==> config.mk <==
export PLATFORM = sky130hd
export DESIGN_NAME = vpd_page_responder
export DESIGN_NICKNAME = d
export VERILOG_FILES = /design/src/hdl/vpd_pkg.sv /design/src/hdl/vpd_page_responder.sv
export SDC_FILE = /design/constraint.sdc
export NUM_CORES = 1
export LEC_CHECK = 0
export ABC_AREA = 1
export BUFFER_PORTS_ARGS = -buffer_cell sky130_fd_sc_hd__buf_2
export CAP_MARGIN = 30
export CORE_MARGIN = 10
export CORE_UTILIZATION = 35
export CTS_BUF_LIST = sky130_fd_sc_hd__clkbuf_8
export DETAILED_ROUTE_END_ITERATION = 7
export GPL_TIMING_DRIVEN = 0
export PLACE_DENSITY = 0.5
export SLEW_MARGIN = 10
export SYNTH_ARGS = -nofsm -noshare
export SYNTH_HDL_FRONTEND = slang
export SYNTH_SLANG_ARGS = --single-unit
==> constraint.sdc <==
create_clock -name clock_in -period 4.1 [get_ports clock_in]
set_input_delay 0.205 -clock clock_in [delete_from_list [all_inputs] [get_ports clock_in]]
set_output_delay 0.205 -clock clock_in [all_outputs]
set_load 0.01 [all_outputs]
==> src/hdl/vpd_pkg.sv <==
package vpd_pkg;
  // register byte addresses
  localparam logic [31:0] VPD_OFS_CTRL = 32'h0000_0000;
  localparam logic [31:0] VPD_OFS_DEFS = 32'h0000_0004;
  localparam logic [31:0] VPD_OFS_SER_HI = 32'h0000_0008;
  localparam logic [31:0] VPD_OFS_SER_LO = 32'h0000_000c;
  localparam logic [31:0] VPD_OFS_STAT = 32'h0000_0010;
  // control register fields
  localparam int VPD_CUR_LSB = 0;
  localparam int VPD_DEF_LSB = 8;
  localparam int VPD_DEF_SAVE_BIT = 15;
  localparam int VPD_PERIPH_LSB = 16;
  localparam int VPD_NDEF_LSB = 24;
  localparam int VPD_SER_AVAIL_BIT = 31;
  // status register fields
  localparam int VPD_BUSY_BIT = 0;
  localparam int VPD_ERR_BIT = 1;
  localparam int VPD_LAST_PG_LSB = 8;
  localparam int VPD_SENT_LSB = 16;
  // reset values
  localparam logic [31:0] VPD_CTRL_RST = 32'h0100_0000;
  localparam logic [31:0] VPD_DEFS_RST = 32'h0000_0000;
  localparam logic [31:0] VPD_SER_RST = 32'h0000_0000;
  // page codes and page layout
  localparam logic [7:0] VPD_PG_LIST = 8'h00;
  localparam logic [7:0] VPD_PG_SER = 8'h80;
  localparam logic [7:0] VPD_PG_DEF = 8'h81;
  localparam logic [7:0] VPD_SPACE = 8'h20;
  localparam logic [7:0] VPD_HDR_LEN = 8'h04;
  localparam logic [7:0] VPD_LIST_LEN = 8'h03;
  localparam logic [7:0] VPD_SER_LEN = 8'h08;
  localparam logic [7:0] VPD_DEF_FIXED = 8'h02;
  localparam logic [7:0] VPD_DEF_FIRST = 8'h06;
  localparam logic [2:0] VPD_MAX_DEFS = 3'h4;
  // axi responses
  localparam logic [1:0] VPD_RESP_OKAY = 2'h0;
  localparam logic [1:0] VPD_RESP_SLVERR = 2'h2;

  typedef enum logic [1:0] {
    VPD_IDLE = 2'b01,
    VPD_SEND = 2'b10
  } vpd_fsm_e;

  typedef struct packed {
    logic [7:0] page;
    logic [7:0] alloc;
  } vpd_req_s;

  typedef struct packed {
    logic [7:0] data;
    logic last;
  } vpd_byte_s;

  typedef struct packed {
    vpd_fsm_e fsm;
    logic [31:0] ctrl;
    logic [31:0] defs;
    logic [63:0] ser;
    logic err;
    logic [7:0] page;
    logic [7:0] limit;
    logic [7:0] idx;
    logic [7:0] data;
    logic [7:0] sent;
    logic aw_have;
    logic [31:0] aw_addr;
    logic w_have;
    logic [31:0] w_data;
    logic [3:0] w_strb;
    logic bvalid;
    logic [1:0] bresp;
    logic rvalid;
    logic [31:0] rdata;
    logic [1:0] rresp;
  } vpd_state_s;
endpackage : vpd_pkg

==> src/hdl/vpd_page_responder.sv <==
// What this block does
// - page 81h reports current, power-on default and up to four implemented definitions.
// - byte 4 holds current definition code in low seven bits, top bit zero.
// - default and listed definition bytes carry a top-bit save capable flag.
// - byte 5 reports the definition adopted at power application.
// - from byte 6 list at least one implemented definition with its flag.
// - byte 3 holds bytes following it, untruncated by allocation length.
// - supported pages list carries 00h in byte 1.
// - supported list from byte 4 is ascending, starting with 00h.
// - serial page carries 80h in byte 1, length equals serial byte count.
// - least significant serial character is the last byte of a full page.
// - without a serial number every serial byte is space 20h.
module vpd_page_responder (
  input wire logic clock_in,
  input wire logic rstn_in,
  input wire logic ce_in,
  input wire logic [31:0] s_axi_awaddr_in,
  input wire logic s_axi_awvalid_in,
  output logic s_axi_awready_out,
  input wire logic [31:0] s_axi_wdata_in,
  input wire logic [3:0] s_axi_wstrb_in,
  input wire logic s_axi_wvalid_in,
  output logic s_axi_wready_out,
  output logic [1:0] s_axi_bresp_out,
  output logic s_axi_bvalid_out,
  input wire logic s_axi_bready_in,
  input wire logic [31:0] s_axi_araddr_in,
  input wire logic s_axi_arvalid_in,
  output logic s_axi_arready_out,
  output logic [31:0] s_axi_rdata_out,
  output logic [1:0] s_axi_rresp_out,
  output logic s_axi_rvalid_out,
  input wire logic s_axi_rready_in,
  input wire logic req_valid_in,
  input wire vpd_pkg::vpd_req_s req_in,
  output logic req_ready_out,
  output logic req_err_out,
  output logic byte_valid_out,
  output vpd_pkg::vpd_byte_s byte_out,
  input wire logic byte_ready_in
);
  import vpd_pkg::*;

  vpd_state_s s_r;
  vpd_state_s s_nxt;
  logic aw_fire;
  logic w_fire;
  logic ar_fire;
  logic req_fire;
  logic byte_fire;
  logic is_last;

  // number of implemented definitions, clamped to one..four
  function automatic logic [2:0] num_defs(input logic [31:0] ctrl);
    logic [2:0] nd;
    nd = ctrl[VPD_NDEF_LSB +: 3];
    if (nd == 3'h0)
      nd = 3'h1;
    else if (nd > VPD_MAX_DEFS)
      nd = VPD_MAX_DEFS;
    return nd;
  endfunction : num_defs

  function automatic logic supported(input logic [7:0] pg);
    return (pg == VPD_PG_LIST) || (pg == VPD_PG_SER) || (pg == VPD_PG_DEF);
  endfunction : supported

  // page length field: bytes following byte 3, never truncated
  function automatic logic [7:0] page_len(input logic [7:0] pg,
                                          input logic [31:0] ctrl);
    logic [7:0] len;
    len = 8'h00;
    unique case (pg)
      VPD_PG_LIST: len = VPD_LIST_LEN;
      VPD_PG_SER: len = VPD_SER_LEN;
      VPD_PG_DEF: len = VPD_DEF_FIXED + {5'h00, num_defs(ctrl)};
      default: len = 8'h00;
    endcase
    return len;
  endfunction : page_len

  // byte image of a page at a given index
  function automatic logic [7:0] page_byte(input vpd_state_s st,
                                           input logic [7:0] pg,
                                           input logic [7:0] idx);
    logic [7:0] b;
    logic [7:0] k;
    logic [7:0] sidx;
    b = 8'h00;
    k = idx - VPD_DEF_FIRST;
    sidx = idx - VPD_HDR_LEN;
    if (idx == 8'h00)
      b = st.ctrl[VPD_PERIPH_LSB +: 8];
    else if (idx == 8'h01)
      b = pg;
    else if (idx == 8'h02)
      b = 8'h00;
    else if (idx == 8'h03)
      b = page_len(pg, st.ctrl);
    else if (pg == VPD_PG_DEF)
    begin
      if (idx == 8'h04)
        b = {1'b0, st.ctrl[VPD_CUR_LSB +: 7]};
      else if (idx == 8'h05)
        b = {st.ctrl[VPD_DEF_SAVE_BIT], st.ctrl[VPD_DEF_LSB +: 7]};
      else if (k < {5'h00, num_defs(st.ctrl)})
        b = st.defs[k[1:0]*8 +: 8];
    end
    else if (pg == VPD_PG_LIST)
    begin
      if (idx == 8'h04)
        b = VPD_PG_LIST;
      else if (idx == 8'h05)
        b = VPD_PG_SER;
      else if (idx == 8'h06)
        b = VPD_PG_DEF;
    end
    else if (sidx < VPD_SER_LEN)
    begin
      if (st.ctrl[VPD_SER_AVAIL_BIT])
        b = st.ser[8'h3f - {sidx[2:0], 3'h0} -: 8];
      else
        b = VPD_SPACE;
    end
    return b;
  endfunction : page_byte

  function automatic logic [31:0] merge(input logic [31:0] old,
                                        input logic [31:0] val,
                                        input logic [3:0] strb);
    logic [31:0] r;
    r = old;
    for (int i = 0; i < 4; i++)
      if (strb[i])
        r[i*8 +: 8] = val[i*8 +: 8];
    return r;
  endfunction : merge

  assign s_axi_awready_out = ce_in && !s_r.aw_have && !s_r.bvalid;
  assign s_axi_wready_out = ce_in && !s_r.w_have && !s_r.bvalid;
  assign s_axi_arready_out = ce_in && !s_r.rvalid;
  assign s_axi_bvalid_out = s_r.bvalid;
  assign s_axi_bresp_out = s_r.bresp;
  assign s_axi_rvalid_out = s_r.rvalid;
  assign s_axi_rdata_out = s_r.rdata;
  assign s_axi_rresp_out = s_r.rresp;
  assign req_ready_out = ce_in && (s_r.fsm == VPD_IDLE);
  assign req_err_out = s_r.err;
  assign byte_valid_out = (s_r.fsm == VPD_SEND);
  assign is_last = (s_r.idx + 8'h01) == s_r.limit;
  assign byte_out = '{data: s_r.data, last: byte_valid_out && is_last};

  assign aw_fire = s_axi_awvalid_in && s_axi_awready_out;
  assign w_fire = s_axi_wvalid_in && s_axi_wready_out;
  assign ar_fire = s_axi_arvalid_in && s_axi_arready_out;
  assign req_fire = req_valid_in && req_ready_out;
  assign byte_fire = ce_in && byte_valid_out && byte_ready_in;

  always_comb
  begin
    logic [7:0] tot;
    tot = page_len(req_in.page, s_r.ctrl) + VPD_HDR_LEN;
    s_nxt = s_r;
    if (ce_in)
    begin
      if (s_r.bvalid && s_axi_bready_in)
        s_nxt.bvalid = 1'b0;
      if (s_r.rvalid && s_axi_rready_in)
        s_nxt.rvalid = 1'b0;
      if (aw_fire)
      begin
        s_nxt.aw_have = 1'b1;
        s_nxt.aw_addr = s_axi_awaddr_in;
      end
      if (w_fire)
      begin
        s_nxt.w_have = 1'b1;
        s_nxt.w_data = s_axi_wdata_in;
        s_nxt.w_strb = s_axi_wstrb_in;
      end
      if (s_nxt.aw_have && s_nxt.w_have)
      begin
        s_nxt.aw_have = 1'b0;
        s_nxt.w_have = 1'b0;
        s_nxt.bvalid = 1'b1;
        s_nxt.bresp = VPD_RESP_OKAY;
        unique case (s_nxt.aw_addr)
          VPD_OFS_CTRL:
            s_nxt.ctrl = merge(s_r.ctrl, s_nxt.w_data, s_nxt.w_strb);
          VPD_OFS_DEFS:
            s_nxt.defs = merge(s_r.defs, s_nxt.w_data, s_nxt.w_strb);
          VPD_OFS_SER_HI:
            s_nxt.ser[63:32] = merge(s_r.ser[63:32], s_nxt.w_data,
                                     s_nxt.w_strb);
          VPD_OFS_SER_LO:
            s_nxt.ser[31:0] = merge(s_r.ser[31:0], s_nxt.w_data,
                                    s_nxt.w_strb);
          VPD_OFS_STAT:
            if (s_nxt.w_strb[0] && s_nxt.w_data[VPD_ERR_BIT])
              s_nxt.err = 1'b0;
          default: s_nxt.bresp = VPD_RESP_SLVERR;
        endcase
      end
      if (ar_fire)
      begin
        s_nxt.rvalid = 1'b1;
        s_nxt.rresp = VPD_RESP_OKAY;
        s_nxt.rdata = 32'h0000_0000;
        unique case (s_axi_araddr_in)
          VPD_OFS_CTRL: s_nxt.rdata = s_r.ctrl;
          VPD_OFS_DEFS: s_nxt.rdata = s_r.defs;
          VPD_OFS_SER_HI: s_nxt.rdata = s_r.ser[63:32];
          VPD_OFS_SER_LO: s_nxt.rdata = s_r.ser[31:0];
          VPD_OFS_STAT:
          begin
            s_nxt.rdata[VPD_BUSY_BIT] = (s_r.fsm == VPD_SEND);
            s_nxt.rdata[VPD_ERR_BIT] = s_r.err;
            s_nxt.rdata[VPD_LAST_PG_LSB +: 8] = s_r.page;
            s_nxt.rdata[VPD_SENT_LSB +: 8] = s_r.sent;
          end
          default: s_nxt.rresp = VPD_RESP_SLVERR;
        endcase
      end
      // request handling after the clear so a new error wins
      if (req_fire)
      begin
        if (!supported(req_in.page))
          s_nxt.err = 1'b1;
        else
        begin
          s_nxt.page = req_in.page;
          s_nxt.sent = 8'h00;
          s_nxt.idx = 8'h00;
          s_nxt.limit = (req_in.alloc < tot) ? req_in.alloc : tot;
          s_nxt.data = page_byte(s_r, req_in.page, 8'h00);
          if (req_in.alloc != 8'h00)
            s_nxt.fsm = VPD_SEND;
        end
      end
      if (byte_fire)
      begin
        s_nxt.sent = s_r.sent + 8'h01;
        if (is_last)
          s_nxt.fsm = VPD_IDLE;
        else
        begin
          s_nxt.idx = s_r.idx + 8'h01;
          s_nxt.data = page_byte(s_r, s_r.page, s_r.idx + 8'h01);
        end
      end
    end
  end

  always_ff @(posedge clock_in)
  begin
    if (!rstn_in)
    begin
      s_r <= '0;
      s_r.fsm <= VPD_IDLE;
      s_r.ctrl <= VPD_CTRL_RST;
      s_r.defs <= VPD_DEFS_RST;
      s_r.ser <= VPD_SER_RST;
    end
    else
      s_r <= s_nxt;
  end
endmodule : vpd_page_responder

After elaboration in Yosys (flattened, before gate mapping)
Cells that the tools add are included.
- register bits: 279
- input port bits: 126
- output and inout bits: 53
- $add $sub $neg: 8
- magnitude comparators: 4
- equality and inequality tests: 21
- shifts and indexed selects: 2
- muxes and demuxes: 67
- reductions and logical operators: 58
- operator list (cell ; count):
    $eq A32 B4 Y1 const B ; 4
    $mux W8 ; 15
    $pmux W16 S5 ; 1
    $mux W37 ; 2
    $shiftx A71 B9 Y8 ; 1
    $mux W3 ; 22
    $mux W33 ; 2
    $eq A32 B3 Y1 const B ; 2
    $eq A32 B5 Y1 const B ; 2
    $logic_not A32 Y1 ; 2
    $reduce_and A4 Y1 ; 16
    $mux W41 ; 1
    $mux W40 ; 1
    $mux W35 ; 1
    $eq A8 B8 Y1 const B ; 4
    $pmux W8 S4 ; 1
    $shiftx A32 B6 Y8 ; 1
    $eq A8 B3 Y1 const B ; 3
    $logic_not A8 Y1 ; 3
    $mux W24 ; 1
    $pmux W4 S3 ; 2
    $pmux W6 S4 ; 1
    $logic_and A1 B1 Y1 ; 17
    $add A8 B1 Y8 const B ; 2
    25 further kinds ; 53

Longest topological paths before layout
- depth after elaboration: 24
- mapped depth: 21
- gate-level depth less buffers: 19

Worst setup path after synthesis
Ideal clock, no wire load.
- kind: reg2reg
- from: reg s_r[124] in the netlist's numbering
- to: reg s_r (netlist bit byte_out[2])
- arrival time: 3030 ps
- data required time: 4030 ps
- slack: 1001 ps
- cell stages (with the launch flop): 20
- buffers on the path: 4
- clock period less this slack: 3099 ps
- cell sequence: dfxtp_1 -> buf_2 -> inv_1 -> clkbuf_1 -> clkbuf_1 -> ha_1 -> inv_1 -> clkbuf_1 -> ha_1 -> nand2_1 -> nand2_1 -> a21oi_1 -> nand3_1 -> inv_1 -> nand4_1 -> nand2_1 -> nand3_1 -> nand3b_1 -> nand2_1 -> a21oi_1
- longest elaborated chain between the ends: 14
- elaborated cells on any way between the ends: 30
- ends and longest elaborated chain (item ; line ; text):
    from (decl) ; vpd_page_responder.sv:44 ; vpd_state_s s_r;
    from (signal assigned) ; vpd_page_responder.sv:265 ; s_r <= s_nxt;
    $add A8 B1 Y8 * ; vpd_page_responder.sv:150, vpd_page_responder.sv:248 ;
    $sub A8 B3 Y8 ; vpd_page_responder.sv:91 ; sidx = idx - VPD_HDR_LEN;
    $sub A6 B6 Y7 ; vpd_page_responder.sv:121 ; b = st.ser[8'h3f - {sidx[2:0], 3'h0} -: 8];
    $shiftx A71 B9 Y8 ; vpd_page_responder.sv:121 ;
    $mux W8 ; vpd_page_responder.sv:120 ; if (st.ctrl[VPD_SER_AVAIL_BIT])
    $mux W8 ; vpd_page_responder.sv:118 ; else if (sidx < VPD_SER_LEN)
    $mux W8 ; vpd_page_responder.sv:109 ; else if (pg == VPD_PG_LIST)
    $mux W8 ; vpd_page_responder.sv:100 ; else if (pg == VPD_PG_DEF)
    $mux W8 ; vpd_page_responder.sv:98 ; else if (idx == 8'h03)
    $mux W8 ; vpd_page_responder.sv:96 ; else if (idx == 8'h02)
    $mux W8 ; vpd_page_responder.sv:94 ; else if (idx == 8'h01)
    $mux W8 ; vpd_page_responder.sv:92 ; if (idx == 8'h00)
    $mux W16 * ; vpd_page_responder.sv:243 ; if (is_last)
    $mux W24 * ; vpd_page_responder.sv:240 ; if (byte_fire)
Every way passes the cells marked *; elsewhere a longest branch is shown, timed or not.
A chain may end at the register's enable or synchronous reset.

Final worst setup path
- from: reg s_r[124] in the netlist's numbering
- to: reg s_r (netlist bit byte_out[7])
The elaborated chain is that of the path after synthesis.

==> results.yml <==
status:
  status: "finished, final reports clean"
drt:
  vias_per_cell: 5.099
  first_pass_iters: 6
  drtIter0Drc: 1369
  wl_um: 61830
  route.detailed.drc: 0
  final_antenna_net_count: 0
  dr_total_vias: 15380
  wl_per_cell_um: 20.50
logic_synthesis:
  yosys_warnings: 0
  synthTopCellsByArea: "dfxtp_1 38%, nand2_1 12%, a21oi_1 7.7%"
  yosys_register_bits: 277
  synth-async-reset-ratio: 0
  syn_avg_cell_area_sq_um: 6.706
  synthesis.area_sq_um: 14430
  synth_area_leader_cell: "dfxtp_1"
  synth_top_area_frac: 0.3843
  synth_seq_area_share: 0.3843
  synth_cell_type_count: 44
  ys.flop_type: "dfxtp_1"
  netlist_instances: 2152
  synth_edf_count: 0
power:
  ir_worst_vdd_mv: 0.3125
  power_density_nw_per_um2: 346.1
  leakagePower_nw: 7.751
  power.total_mw: 6.117
setup_path:
  worst_setup_path_start_kind: "flip-flop"
  critPathCaptureType: "flip-flop"
  cp.arrival_ns: 4.35
  ff2ff_path_depth: 17
  max_stage_delay_ns: 0.44
  worstPathRequired_ns: 4.64
  setup.worst_path.class: "flip-flop to flip-flop"
  crit_end: "byte_out[7]$_SDFFE_PN0P_"
  r2r-end: "byte_out[7]$_SDFFE_PN0P_"
  critPathMaxFanout: 15
  crit_path_frequent_cell: "nand2_1"
  reg2reg_slack_ns: 0.30
  reg2reg_from: "s_r[124]$_SDFFE_PN0P_"
  cp_slowest_cell: "inv_1"
  path_cells: "clkbuf_4 -> clkinvlp_4 -> clkbuf_2 -> ha_1 -> inv_1 -> ha_1 -> nand2_1 -> nand2_1 -> a21oi_1 -> nand3_1 -> inv_1 -> nand3_1 -> nand3b_1 -> nand4_1 -> nand2_1 -> nand2_1 -> a21oi_1"
  cp-startpoint: "s_r[124]$_SDFFE_PN0P_"
global_routing:
  overflow: 0
  grt_pass1_wl_um: 91290
  antenna_found_initial: 0
  grtUsageTotal: 0.2394
  grt_pass1_vias: 14670
  grt_max_degree: 16
clocking:
  cts_tree: "yes"
  clkTransAtPathRegs_ns: 0.06
  clockBufferDepth: 3
  cts-root-buf: "clkbuf_8"
  htree_levels: 2
  clk_latency_ns: 0.64
  cts_made_buffers: 50
  clock-sinks: 277
finish:
  areaGrowthSynthToFinish_pct: 22.46
  nets: 2588
  fin_util: 0.4328
  drive_above_1_share: 0.1434
  layout_commonest_cell: "nand2_1"
  layout_common_cells: "470 x nand2_1, 277 x dfxtp_1, 271 x inv_1"
sta:
  hold_viol_final: 0
  finClkSkew_ns: 0.02142
  setup_viol: 0
  min_period_ns: 3.804
  tightest_slew_ns: 0.9499
  min_period_over_period: 0.9278
  drv_slew: 0
  max_freq_mhz: 262.9
  rsz0062_at_grt: "false"
  slew-limit-headroom: 0.3667
die:
  die_x_um: 223.1
  std_cell_rows: 74
  die_y_um: 223.1
  core_area_sq_um: 40830
  floorplan.initialDensity: 0.3534
  io_pins: 179
  die_area_sq_um: 49750
placement:
  port_buffers: 176
  gp_congestion: 0.9699
  dp_hpwl_um: 49590
hold_path:
  min_path_type: "primary input to flip-flop"
  hold_depth: 3
job:
  drv_cap: 0
registers in the layout, indices dropped and copies added (netlist names):
register / count
s_r: 232
s_axi_rresp_out: 1
s_axi_bvalid_out: 1
s_axi_rdata_out: 32
req_err_out: 1
s_axi_rvalid_out: 1
s_axi_bresp_out: 1
byte_out: 8
cell families (layout without fill, tap and decap cells):
| kind of cell | count (synthesis) | count (layout) | synth area share |
|---|---|---|---|
| fa+ha+maj | 14 | 14 | 0.01214 |
| simple gates | 938 | 938 | 0.2784 |
| mux | 41 | 41 | 0.02844 |
| buf+inv | 415 | 745 | 0.1240 |
| xor+xnor | 7 | 7 | 0.004248 |
| compound gates | 459 | 459 | 0.1683 |
| other cells | 1 | 3 | 0.0002599 |
| flops | 277 | 277 | 0.3843 |
report_power, final:
| part | total [mW] | internal (mW) | switching [mW] |
|---|---|---|---|
| combinational | 0.630 | 0.233 | 0.397 |
| clock | 2.71 | 1.48 | 1.23 |
| sequential | 2.78 | 2.75 | 0.0250 |
per-stage QoR:
| stage | hold slack, ns | TNS [ns] | area (sq um) | cells | setup WS, ns |
|---|---|---|---|---|---|
| 4_1_cts | 0.004951 | 0 | 17640 | 3012 | 0.1826 |
| 3_3_place_gp | 0.4405 | -2.280 | 15980 | 2861 | -0.3703 |
| 5_1_grt | 0.05771 | 0 | 17670 | 3015 | 0.06619 |
| 2_1_floorplan | 0.3679 | 0 | 14440 | 2153 | 1.001 |
| 3_5_place_dp | 0.4454 | -2.367 | 15990 | 2862 | -0.3807 |
| 6_report | 0.03278 | 0 | 17670 | 3016 | 0.2959 |
critical path, delay by kind of cell, from the launching register on:
family          cells  cell delay, ns
fa+ha+maj           2            0.73
compound gates      2            0.31
buf+inv             5            1.31
flops               1            0.39
simple gates        8            0.99
repair_timing:
item                                   in CTS  in global routing
setup buffers                               0                  3
pin swaps                                   0                  0
resized for setup                           2                  2
setup endpoints to repair                  10                  6
endpoints found under the hold margin      65                  0
hold buffers                               65                  0
metal layers:
metal	GRT usage	share of wire	wire length, um	up-vias
li1	-	-	-	7585
met1	0.3126	0.45	27900	7229
met2	0.3846	0.45	28070	452
met3	0.03530	0.056	3471	114
met4	0.1037	0.039	2388	0
met5	0	0	0	-
Yosys cell counts (all sizes together) (2+ instances only):
cell type,instances
or2,8
a211oi,16
nor4,4
buf,71
o22ai,45
nor3,28
nand3b,4
o21ai,160
a31oi,6
a21oi,222
nor2,277
mux2i,41
o211ai,6
xor2,6
dfxtp,277
ha,14
and3,2
clkbuf,73
inv,270
nand4,85
nor3b,3
nand3,54
nand2,472
cell type report:
type                       instances  area [sq um]
clock inverter                    25         156.4
inverter                         271          1021
multi-input combinational       1461          7101
tap                              532         665.6
antenna                            1         2.502
clock buffer                      62         853.3
buffer                           142         769.5
sequential                       277          5545
timing repair buffer             245          1559
fill                            4426         23160
how the worst min path moves through the flow:
| stage | start | to |
|---|---|---|
| 2_1_floorplan | s_axi_awaddr_in[21] | s_r[96]$_SDFFE_PN0P_ |
| 5_1_grt | s_axi_wdata_in[16] | s_r[58]$_SDFFE_PN0P_ |
| 3_3_place_gp | s_r[138]$_SDFFE_PN0P_ | s_r[138]$_SDFFE_PN0P_ |
| 6_report | s_axi_wdata_in[29] | s_r[71]$_SDFFE_PN0P_ |
| 3_5_place_dp | s_r[138]$_SDFFE_PN0P_ | s_r[138]$_SDFFE_PN0P_ |
| 4_1_cts | s_axi_wdata_in[29] | s_r[71]$_SDFFE_PN0P_ |
No activity file was read; power rests on OpenSTA's default activity.
